<file path="config.mk">
export PLATFORM = sky130hd
export DESIGN_NAME = fprsd_host
export DESIGN_NICKNAME = d
export VERILOG_FILES = /design/src/common/fprsd_pkg.sv /design/src/hdl/fprsd_host.sv /design/src/hdl/fprsd_sector_dec.sv
export SDC_FILE = /design/constraint.sdc
export NUM_CORES = 1
export LEC_CHECK = 0
export ABC_CLOCK_PERIOD_IN_PS = 9000
export BUFFER_PORTS_ARGS = -buffer_cell sky130_fd_sc_hd__buf_2
export CORE_ASPECT_RATIO = 0.8
export CORE_MARGIN = 3
export CORE_UTILIZATION = 30
export CTS_CLUSTER_DIAMETER = 40
export DETAILED_ROUTE_END_ITERATION = 8
export GPL_TIMING_DRIVEN = 1
export PLACE_DENSITY = 0.5
export SLEW_MARGIN = 5
export SYNTH_ARGS = -nofsm -noshare
export SYNTH_HDL_FRONTEND = slang
export SYNTH_SLANG_ARGS = --single-unit
</file>
<file path="constraint.sdc">
create_clock -name mclk -period 9 [get_ports mclk]
set_input_delay 1.35 -clock mclk [delete_from_list [all_inputs] [get_ports mclk]]
set_output_delay 1.35 -clock mclk [all_outputs]
set_load 0.01 [all_outputs]
</file>
<file path="src/common/fprsd_pkg.sv">
// shared constants and types for the flash reset and sector host controller
`default_nettype none
package fprsd_pkg;
   // -------------------------------------------------------------
   // clock and pin timing
   // -------------------------------------------------------------
   localparam int CLK_PERIOD_NS = 20;
   localparam int TCE_NS = 70;    // chip-select access time
   localparam int TREP_NS = 500;  // least reset pulse width
   localparam int TRH_NS = 50;    // reset high to first read
   localparam int TWP_NS = 35;    // write strobe low time
   localparam int TREADY_NS = 20000; // longest internal reset
   localparam int CNT_W = 11;
   // least times round up
   localparam logic [CNT_W-1:0] TCE_CYC = CNT_W'((TCE_NS + CLK_PERIOD_NS - 1) / CLK_PERIOD_NS);
   localparam logic [CNT_W-1:0] TREP_CYC = CNT_W'((TREP_NS + CLK_PERIOD_NS - 1) / CLK_PERIOD_NS);
   localparam logic [CNT_W-1:0] TRH_CYC = CNT_W'((TRH_NS + CLK_PERIOD_NS - 1) / CLK_PERIOD_NS);
   localparam logic [CNT_W-1:0] TWP_CYC = CNT_W'((TWP_NS + CLK_PERIOD_NS - 1) / CLK_PERIOD_NS);
   localparam logic [CNT_W-1:0] TREADY_CYC = CNT_W'(TREADY_NS / CLK_PERIOD_NS);
   localparam logic [CNT_W-1:0] SYNC_LAT = 11'h002;
   localparam logic [CNT_W-1:0] CNT_ZERO = 11'h000;
   localparam logic [CNT_W-1:0] CNT_ONE = 11'h001;
   localparam logic [CNT_W-1:0] CNT_MAX = 11'h7FF;
   // -------------------------------------------------------------
   // bus widths and sector map
   // -------------------------------------------------------------
   localparam int ADDR_W = 20;
   localparam int DATA_W = 16;
   localparam int SECT_W = 6;
   localparam logic [4:0] UPPER_ALL_ONES = 5'h1F;
   localparam logic [SECT_W-1:0] SECTOR_HALF = 6'h1F;      // 32 Kbyte sector 31
   localparam logic [SECT_W-1:0] SECTOR_PARAM_LO = 6'h20;  // 8 Kbyte sector 32
   localparam logic [SECT_W-1:0] SECTOR_PARAM_HI = 6'h21;  // 8 Kbyte sector 33
   localparam logic [SECT_W-1:0] SECTOR_TOP_BOOT = 6'h22;  // 16 Kbyte sector 34
   // -------------------------------------------------------------
   // controller state
   // -------------------------------------------------------------
   typedef enum logic [6:0] {
      ST_IDLE = 7'h01,
      ST_RD_WAIT = 7'h02,
      ST_WR_PULSE = 7'h04,
      ST_WR_HOLD = 7'h08,
      ST_RST_LOW = 7'h10,
      ST_RST_REC = 7'h20,
      ST_SPARE = 7'h40
   } fprsd_state_t;

   typedef struct packed {
      fprsd_state_t state;
      logic [CNT_W-1:0] cnt;
      logic ce_n;
      logic oe_n;
      logic we_n;
      logic reset_n;
      logic [ADDR_W-1:0] addr;
      logic [DATA_W-1:0] dq_out;
      logic dq_oe;
      logic req_ready;
      logic rsp_valid;
      logic [DATA_W-1:0] rsp_rdata;
      logic [SECT_W-1:0] rsp_sector;
      logic reissue;
      logic [DATA_W-1:0] dq_s1;
      logic [DATA_W-1:0] dq_s2;
      logic rb_s1;
      logic rb_s2;
      logic [CNT_W-1:0] acc_cnt;
      logic [CNT_W-1:0] rlow_cnt;
      logic [CNT_W-1:0] since_cnt;
   } fprsd_regs_t;
endpackage : fprsd_pkg
`default_nettype wire

</file>
<file path="src/hdl/fprsd_host.sv">
// host controller driving the boot-sector flash pins
//
// Notes on behaviour
// - sample read data only after tce
// - hold reset low trep; device idles
// - flag operation that reset interrupted, for reissue
// - wait reset_high_to_read after reset before read
`timescale 1ns/1ps
`default_nettype none
module fprsd_host
(
   input wire logic mclk,
   input wire logic rst_n,
   input wire logic req_valid,
   input wire logic req_write,
   input wire logic [fprsd_pkg::ADDR_W-1:0] req_addr,
   input wire logic [fprsd_pkg::DATA_W-1:0] req_wdata,
   input wire logic reset_req,
   output logic req_ready,
   output logic rsp_valid,
   output logic [fprsd_pkg::DATA_W-1:0] rsp_rdata,
   output logic [fprsd_pkg::SECT_W-1:0] rsp_sector,
   output logic reissue_needed,
   output logic flash_ce_n,
   output logic flash_oe_n,
   output logic flash_we_n,
   output logic flash_reset_n,
   output logic flash_byte_n,
   output logic [fprsd_pkg::ADDR_W-1:0] flash_addr,
   output logic [fprsd_pkg::DATA_W-1:0] flash_dq_out,
   output logic flash_dq_oe,
   input wire logic [fprsd_pkg::DATA_W-1:0] flash_dq_in,
   input wire logic ready_busy_out
);
   // -------------------------------------------------------------
   // reset release
   // -------------------------------------------------------------
   logic [1:0] rst_sync_ff;
   logic srst_n;

   // async assert, two-flop release
   always_ff @(posedge mclk or negedge rst_n)
   begin
      if (!rst_n)
         rst_sync_ff <= 2'h0;
      else
         rst_sync_ff <= {rst_sync_ff[0], 1'b1};
   end
   assign srst_n = rst_sync_ff[1];

   // -------------------------------------------------------------
   // state and sector decode
   // -------------------------------------------------------------
   fprsd_pkg::fprsd_regs_t r_ff;
   fprsd_pkg::fprsd_regs_t nxt_r;
   logic [fprsd_pkg::SECT_W-1:0] req_sector;

   // word mode only, so A19:A12 of the word address picks the sector
   fprsd_sector_dec u_dec
   (
      .mclk(mclk),
      .rst_n(srst_n),
      .upper_addr(req_addr[19:12]),
      .sector(req_sector)
   );

   // next-state logic
   always_comb
   begin
      nxt_r = r_ff;
      nxt_r.rsp_valid = 1'b0;
      // pin inputs cross two flops; only stage two is read
      nxt_r.dq_s1 = flash_dq_in;
      nxt_r.dq_s2 = r_ff.dq_s1;
      nxt_r.rb_s1 = ready_busy_out;
      nxt_r.rb_s2 = r_ff.rb_s1;
      // assertion helpers: access low time, reset low time, time since release
      nxt_r.acc_cnt = (!r_ff.ce_n && !r_ff.oe_n && r_ff.acc_cnt != fprsd_pkg::CNT_MAX) ?
                      r_ff.acc_cnt + fprsd_pkg::CNT_ONE : fprsd_pkg::CNT_ZERO;
      nxt_r.rlow_cnt = (!r_ff.reset_n && r_ff.rlow_cnt != fprsd_pkg::CNT_MAX) ?
                       r_ff.rlow_cnt + fprsd_pkg::CNT_ONE : fprsd_pkg::CNT_ZERO;
      if (!r_ff.reset_n)
         nxt_r.since_cnt = fprsd_pkg::CNT_ZERO;
      else if (r_ff.since_cnt != fprsd_pkg::CNT_MAX)
         nxt_r.since_cnt = r_ff.since_cnt + fprsd_pkg::CNT_ONE;
      if (r_ff.cnt != fprsd_pkg::CNT_MAX)
         nxt_r.cnt = r_ff.cnt + fprsd_pkg::CNT_ONE;
      case (r_ff.state)
         fprsd_pkg::ST_IDLE:
         begin
            if (reset_req)
            begin
               // reset has priority; a busy device loses its operation
               nxt_r.state = fprsd_pkg::ST_RST_LOW;
               nxt_r.reset_n = 1'b0;
               nxt_r.req_ready = 1'b0;
               nxt_r.cnt = fprsd_pkg::CNT_ZERO;
               if (!r_ff.rb_s2)
                  nxt_r.reissue = 1'b1;
            end
            else if (req_valid)
            begin
               nxt_r.req_ready = 1'b0;
               nxt_r.addr = req_addr;
               nxt_r.rsp_sector = req_sector;
               nxt_r.ce_n = 1'b0;
               nxt_r.cnt = fprsd_pkg::CNT_ZERO;
               if (req_write)
               begin
                  // gate stays high so outputs float before we drive
                  nxt_r.we_n = 1'b0;
                  nxt_r.dq_out = req_wdata;
                  nxt_r.dq_oe = 1'b1;
                  nxt_r.reissue = 1'b0;
                  nxt_r.state = fprsd_pkg::ST_WR_PULSE;
               end
               else
               begin
                  nxt_r.oe_n = 1'b0;
                  nxt_r.state = fprsd_pkg::ST_RD_WAIT;
               end
            end
         end
         fprsd_pkg::ST_RD_WAIT:
         begin
            // tce plus the input synchroniser before the sample
            if (r_ff.cnt == fprsd_pkg::TCE_CYC + fprsd_pkg::SYNC_LAT - fprsd_pkg::CNT_ONE)
            begin
               nxt_r.rsp_rdata = r_ff.dq_s2;
               nxt_r.rsp_valid = 1'b1;
               nxt_r.ce_n = 1'b1;
               nxt_r.oe_n = 1'b1;
               nxt_r.req_ready = 1'b1;
               nxt_r.state = fprsd_pkg::ST_IDLE;
            end
         end
         fprsd_pkg::ST_WR_PULSE:
         begin
            if (r_ff.cnt == fprsd_pkg::TWP_CYC - fprsd_pkg::CNT_ONE)
            begin
               nxt_r.we_n = 1'b1;
               nxt_r.ce_n = 1'b1;
               nxt_r.state = fprsd_pkg::ST_WR_HOLD;
            end
         end
         fprsd_pkg::ST_WR_HOLD:
         begin
            // data held one cycle past the strobe edge
            nxt_r.dq_oe = 1'b0;
            nxt_r.req_ready = 1'b1;
            nxt_r.state = fprsd_pkg::ST_IDLE;
         end
         fprsd_pkg::ST_RST_LOW:
         begin
            if (r_ff.cnt == fprsd_pkg::TREP_CYC - fprsd_pkg::CNT_ONE)
            begin
               nxt_r.reset_n = 1'b1;
               nxt_r.cnt = fprsd_pkg::CNT_ZERO;
               nxt_r.state = fprsd_pkg::ST_RST_REC;
            end
         end
         fprsd_pkg::ST_RST_REC:
         begin
            // reset_high_to_read first, then ready high or the longest ready time
            if (r_ff.cnt >= fprsd_pkg::TRH_CYC - fprsd_pkg::CNT_ONE &&
                (r_ff.rb_s2 || r_ff.cnt >= fprsd_pkg::TREADY_CYC))
            begin
               nxt_r.req_ready = 1'b1;
               nxt_r.state = fprsd_pkg::ST_IDLE;
            end
         end
         default:
         begin
            nxt_r.state = fprsd_pkg::ST_IDLE;
            nxt_r.req_ready = 1'b1;
         end
      endcase
   end

   // state register; power-up starts with a flash reset pulse
   always_ff @(posedge mclk or negedge srst_n)
   begin
      if (!srst_n)
      begin
         r_ff <= '0;
         r_ff.state <= fprsd_pkg::ST_RST_LOW;
         r_ff.ce_n <= 1'b1;
         r_ff.oe_n <= 1'b1;
         r_ff.we_n <= 1'b1;
         r_ff.rb_s1 <= 1'b1;
         r_ff.rb_s2 <= 1'b1;
      end
      else
         r_ff <= nxt_r;
   end

   // -------------------------------------------------------------
   // outputs, straight from the state register
   // -------------------------------------------------------------
   assign req_ready = r_ff.req_ready;
   assign rsp_valid = r_ff.rsp_valid;
   assign rsp_rdata = r_ff.rsp_rdata;
   assign rsp_sector = r_ff.rsp_sector;
   assign reissue_needed = r_ff.reissue;
   assign flash_ce_n = r_ff.ce_n;
   assign flash_oe_n = r_ff.oe_n;
   assign flash_we_n = r_ff.we_n;
   assign flash_reset_n = r_ff.reset_n;
   assign flash_byte_n = r_ff.reset_n | ~r_ff.reset_n; // word mode, constant high
   assign flash_addr = r_ff.addr;
   assign flash_dq_out = r_ff.dq_out;
   assign flash_dq_oe = r_ff.dq_oe;
endmodule : fprsd_host
`default_nettype wire

</file>
<file path="src/hdl/fprsd_sector_dec.sv">
// top-boot sector decoder from upper address bits
`timescale 1ns/1ps
`default_nettype none
module fprsd_sector_dec
(
   input wire logic mclk,
   input wire logic rst_n,
   input wire logic [7:0] upper_addr,
   output logic [fprsd_pkg::SECT_W-1:0] sector
);
   // -------------------------------------------------------------
   // decode, purely combinational so it is valid in the same access
   // -------------------------------------------------------------
   always_comb
   begin
      if (upper_addr[7:3] != fprsd_pkg::UPPER_ALL_ONES)
         sector = {1'b0, upper_addr[7:3]};
      else if (!upper_addr[2])
         sector = fprsd_pkg::SECTOR_HALF;
      else if (upper_addr[1])
         sector = fprsd_pkg::SECTOR_TOP_BOOT;
      else if (upper_addr[0])
         sector = fprsd_pkg::SECTOR_PARAM_HI;
      else
         sector = fprsd_pkg::SECTOR_PARAM_LO;
   end
endmodule : fprsd_sector_dec
`default_nettype wire

</file>
# Word level (Yosys, flattened, before mapping)
# Index checks and enable logic that the tools add are counted.
[classes]
n_addsub = 1
n_lt_le_gt_ge = 2
n_eq_ne = 22
mux = 37
n_bitwise = 2
n_reduce_logical = 21
[ops]
columns = ["cell", "count"]
rows = [
  ["two-way mux 18 bit", 3],
  ["one-hot mux 7 bit (5 select lines)", 1],
  ["one-hot mux 11 bit (2 select lines)", 1],
  ["two-way mux 21 bit", 1],
  ["two-way mux 7 bit", 3],
  ["inequality test 2 bit, second input constant", 10],
  ["AND reduction 5 bit", 4],
  ["two-way mux 17 bit", 1],
  ["AND reduction 4 bit", 4],
  ["two-way mux 1 bit", 13],
  ["two-way mux 6 bit", 2],
  ["nonzero test 2 bit", 6],
  ["adder 11 x 1 -> 11 bit, second input constant", 1],
  ["equality test 11 x 1 -> 1 bit, second input constant", 1],
  ["equality test 11 x 3 -> 1 bit, second input constant", 1],
  ["equality test 11 x 5 -> 1 bit, second input constant", 1],
  [">= comparator 11 x 10 -> 1 bit, second input constant", 1],
  [">= comparator 11 x 2 -> 1 bit, second input constant", 1],
  ["two-way mux 11 bit", 1],
  ["inequality test 11 bit, second input constant", 1],
  ["one-hot mux 1 bit (2 select lines)", 4],
  ["equality test 7 x 1 -> 1 bit, second input constant", 1],
  ["equality test 7 x 2 -> 1 bit, second input constant", 1],
  ["equality test 7 x 3 -> 1 bit, second input constant", 1],
  ["other kinds (16)", 21],
]
[totals]
ff_bits = 120
output_inout_bits = 67

# Depth between registers and ports, before layout
[depth]
ltp_word = 5
mapped_depth = 8
ltp_nobuf = 7

# By module
# A second synthesis with hierarchy kept.
[hier_totals]
hier_cells = 391
hier_area_um2 = 5014.8
[modules_own_cells]
columns = ["module", "n_inst", "cells_each", "area_each_um2", "seq_area_each_um2"]
rows = [
  ["fprsd_host", 1, 379, 4936.0, 2985.4],
  ["fprsd_sector_dec", 1, 12, 78.8, 0.0],
]

# Worst setup path after synthesis
# Ideal clock, no wire load.
[synth_timing]
kind = "input port to flip-flop"
from = "in req_valid"
to = "reg r_ff, in the netlist flash_dq_out[1]"
t_arrival_ns = 2.327
required_time_ns = 8.872
slack_ns = 6.545
path_stages = 5
n_path_buf = 1
cell_sequence = "nor2b_1 and3_1 nand2_1 buf_2 mux2_1"
[synth_via]
elab_chain_len = 1
[synth_lines]
columns = ["element", "line", "rtl"]
rows = [
  ["start: declaration", "fprsd_host.sv:14", "input wire logic req_valid,"],
  ["AND reduction 4 bit (no source line)", "--", ""],
  ["end signal: assignment", "fprsd_host.sv:194", "r_ff <= nxt_r;"],
  ["end: declaration", "fprsd_host.sv:54", "fprsd_pkg::fprsd_regs_t r_ff;"],
]
# No other way between the ends.
# A chain may end at the register's enable or synchronous reset.

# Worst setup path in the final report
[layout_timing]
from = "in reset_req"
to = "reg r_ff, in the netlist flash_dq_out[15]"
[layout_via]
elab_chain_len = 2
[layout_lines]
columns = ["element", "line", "rtl"]
rows = [
  ["start: declaration", "fprsd_host.sv:18", "input wire logic reset_req,"],
  ["NOT 1 bit (no source line)", "--", ""],
  ["AND reduction 4 bit (no source line)", "--", ""],
]
# No other way between the ends.

==> impl_metrics.env <==
export IMPL_clkSlewWorstSetupHoldPaths_ns=0.06
export IMPL_crit_required_ns=9.28
export IMPL_p_sw_w=0.0005888
export IMPL_synthCells=408
export IMPL_fmax_mhz=272.3
export IMPL_p_per_area_mw_per_mm2=306.8
export IMPL_die_area_mm2=0.01827
export IMPL_diodes=0
export IMPL_routabilityCongestion=0.7608
export IMPL_rows=41
export IMPL_finClkSkew_ns=0.008842
export IMPL_area_growth_pct=18.93
export IMPL_synth_seq_area_share_pct=59.68
export IMPL_start_kind="input pin"
export IMPL_portBuffers=123
export IMPL_route_detailed_drc=0
export IMPL_grt_antenna_before_repair=0
export IMPL_grt_use_total_pct=11.43
export IMPL_drtPass1Iterations=4
export IMPL_endpoint_kind="flop"
export IMPL_layout_common_cells="buf_2 (123), dfrtp_1 (112), nand2_1 (68), mux2_1 (19), clkbuf_16 (17)"
export IMPL_vdd_ir_drop_max_uv=123.3
export IMPL_syn_area_per_cell_um2=12.26
export IMPL_final_nets=546
export IMPL_grt_pass1_wl_um=16220
export IMPL_p_seq_share_pct=41.2
export IMPL_synth_ff_latch_count=119
export IMPL_vias_per_cell=4.296
export IMPL_crit_fanout=21
export IMPL_clkLatencyLatePin_ns=0.40
export IMPL_cts_setup_buffers=0
export IMPL_cts_root_buf="clkbuf_16"
export IMPL_hold_viol=0
export IMPL_r2r_cells=4
export IMPL_wirelength_um=10080
export IMPL_synthesis_area_mm2=0.005002
export IMPL_whs_path_depth=0
export IMPL_cap_viol_max_count=0
export IMPL_p_sw_share_pct=32.26
export IMPL_grt_max_degree=66
export IMPL_fin_area_mm2=0.005949
export IMPL_worst_pin_slew_ns=0.9384
export IMPL_core_mm2=0.01606
export IMPL_rsz0062_at_grt="no"
export IMPL_setup_viol=0
export IMPL_first_iter_violations=134
export IMPL_ctsResizeCount=0
export IMPL_synthFlopType="dfrtp_1"
export IMPL_report_final_slew_viol_count=0
export IMPL_grt_pass1_vias=3235
export IMPL_post_drt_wl_per_cell_um=14.15
export IMPL_min_path_type="flop to flop"
export IMPL_status="complete, no violations"
export IMPL_vias=3059
export IMPL_synth_edff_count=0
export IMPL_drive_gt1_share_pct=41.45
export IMPL_pin_count=125
export IMPL_hpwl_um=7105
export IMPL_yosysWarnings=0
export IMPL_nFillCells=1574
export IMPL_min_period_over_period_pct=40.80
export IMPL_ctsHoldBuffers=0
export IMPL_initial_core_util_pct=31.15
export IMPL_p_int_w=0.001236
export IMPL_period_needed_ns=3.672
export IMPL_cts_path_max_buffers=2
export IMPL_cts_sinks=119
export IMPL_final_antenna_net_count=0
export IMPL_arrival_ns=3.95
export IMPL_pwr_share_comb_pct=25.0
export IMPL_slew_headroom_pct=37.44
export IMPL_leakagePower_nw=2.993
export IMPL_chipWidth_um=150.4
export IMPL_grt_ovfl_total=0
export IMPL_power_share_clock_pct=33.8
export IMPL_fin_tns_setup_ns=0
export IMPL_ys_types=49
export IMPL_synthArstFlopShare_pct=100.0
export IMPL_dpl_cell_area_mm2=0.005401
export IMPL_cts_buffers=17
export IMPL_die_h_um=121.5
export IMPL_final_common_cell="buf_2"
export IMPL_timing_worst_setup_path_type="input pin to flop"
export IMPL_htreeDepth=4
export IMPL_cts_tree="built"
==> final cells by class <==
| class | count | area [um^2] | share of cell area [%] |
|---|---|---|---|
| clock buffers | 18 | 429.2 | 7.213 |
| clock inverters | 14 | 118.9 | 1.998 |
| inverters | 6 | 22.52 | 0.3785 |
| multi-input cells | 215 | 1490 | 25.05 |
| flip-flops and latches | 119 | 2989 | 50.24 |
| well taps | 215 | 269.0 | 4.522 |
| repair buffers | 125 | 630.6 | 10.60 |
==> state kept, by name (all words and copies together) (netlist names), 2 cells and up <==
signal        count
nxt_r            17
rst_sync_ff       2
rsp_sector        6
flash_dq_out     16
rsp_rdata        16
flash_addr       20
r_ff             34
==> critical path, cell delays in order <==
cell	delay, ns
buf_2	0.12
nor2b_1	0.27
and3_1	0.83
nand2_1	0.81
mux2_1	0.56
==> cells in the mapped netlist, types with 3 or more instances <==
master | number | area, um^2
nor2_2 | 8 | 50.05
a21oi_2 | 3 | 26.28
nor3_1 | 4 | 20.02
nor2_1 | 10 | 37.54
mux2_4 | 9 | 135.1
nor4_1 | 4 | 25.02
buf_6 | 3 | 33.78
mux2_1 | 19 | 214.0
nor4_2 | 3 | 37.54
xnor2_1 | 7 | 61.31
inv_1 | 5 | 18.77
a31oi_1 | 3 | 18.77
nand2b_1 | 3 | 18.77
dfstp_2 | 6 | 157.7
a21oi_1 | 5 | 25.02
nand2_1 | 68 | 255.2
buf_4 | 59 | 442.9
mux2_2 | 9 | 101.4
dfrtp_1 | 113 | 2828
buf_2 | 4 | 20.02
o21ai_0 | 12 | 60.06
ha_1 | 4 | 50.05
nand3_1 | 6 | 30.03
and3_1 | 3 | 18.77
and4_1 | 4 | 35.03
clkbuf_1 | 3 | 11.26
a21o_1 | 3 | 22.52
==> power groups by stage <==
stage | sequential [W] | combinational, W | clock [W]
after global placement | 0.000758 | 0.000457 | 0
after floorplan | 0.000750 | 0.000420 | 0
after CTS | 0.000756 | 0.000464 | 0.000636
final | 0.000752 | 0.000456 | 0.000617
after global routing | 0.000773 | 0.000505 | 0.000662
after detailed placement | 0.000763 | 0.000464 | 0
==> path summary, 6_finish.rpt <==
kind | startpoint | end | slack, ns
min in group asynchronous | rst_sync_ff[1]$_DFF_PN0_ | rsp_sector[2]$_DFFE_PN0P_ | 0.45
hold / removal | nxt_r[46]$_DFF_PN0_ | r_ff[46]$_DFF_PN0_ | 0.34
setup / recovery | reset_req | flash_dq_out[15]$_DFFE_PN0P_ | 5.33
hold reg to reg | nxt_r[46]$_DFF_PN0_ | r_ff[46]$_DFF_PN0_ | 0.34
max in group asynchronous | rst_sync_ff[1]$_DFF_PN0_ | flash_dq_out[5]$_DFFE_PN0P_ | 7.36
setup reg to reg | r_ff[146]$_DFFE_PN0P_ | flash_dq_out[15]$_DFFE_PN0P_ | 5.80
==> through the flow <==
stage / setup slack (ns) / power (W) / hold WS (ns) / cells / utilization [%]
3_5_place_dp: 4.859 / 0.001228 / 0.3347 / 680 / 33.64
6_report: 5.328 / 0.001825 / 0.3449 / 712 / 37.05
4_1_cts: 5.281 / 0.001856 / 0.3466 / 712 / 37.05
2_1_floorplan: 5.450 / 0.001170 / 0.3312 / 409 / -
3_3_place_gp: 4.958 / 0.001214 / 0.3330 / 680 / 33.64
5_1_grt: 5.162 / 0.001940 / 0.3450 / 712 / 37.05
==> layer usage <==
metal  vias to the layer above  track usage [%]  part of all wire, %
met3                        14            3.398                  6.2
met2                        96            16.94                   45
met4                         0            5.486                  2.0
met5                         -                0                    0
met1                      1490            15.26                   47
li1                       1459                -                    -
==> kinds of logic (layout without fill, tap and decap cells) <==
family          count (synthesis)  in the layout  synth area share (%)
simple gates                  130            130                 13.61
flops                         119            119                 59.68
buf+inv                        75            163                 10.61
mux                            37             37                 9.005
compound gates                 33             33                 4.452
xor+xnor                        9              9                 1.576
fa+ha+maj                       4              4                 1.001
other cells                     1              2               0.07497
(Power assumes the default switching activity.)
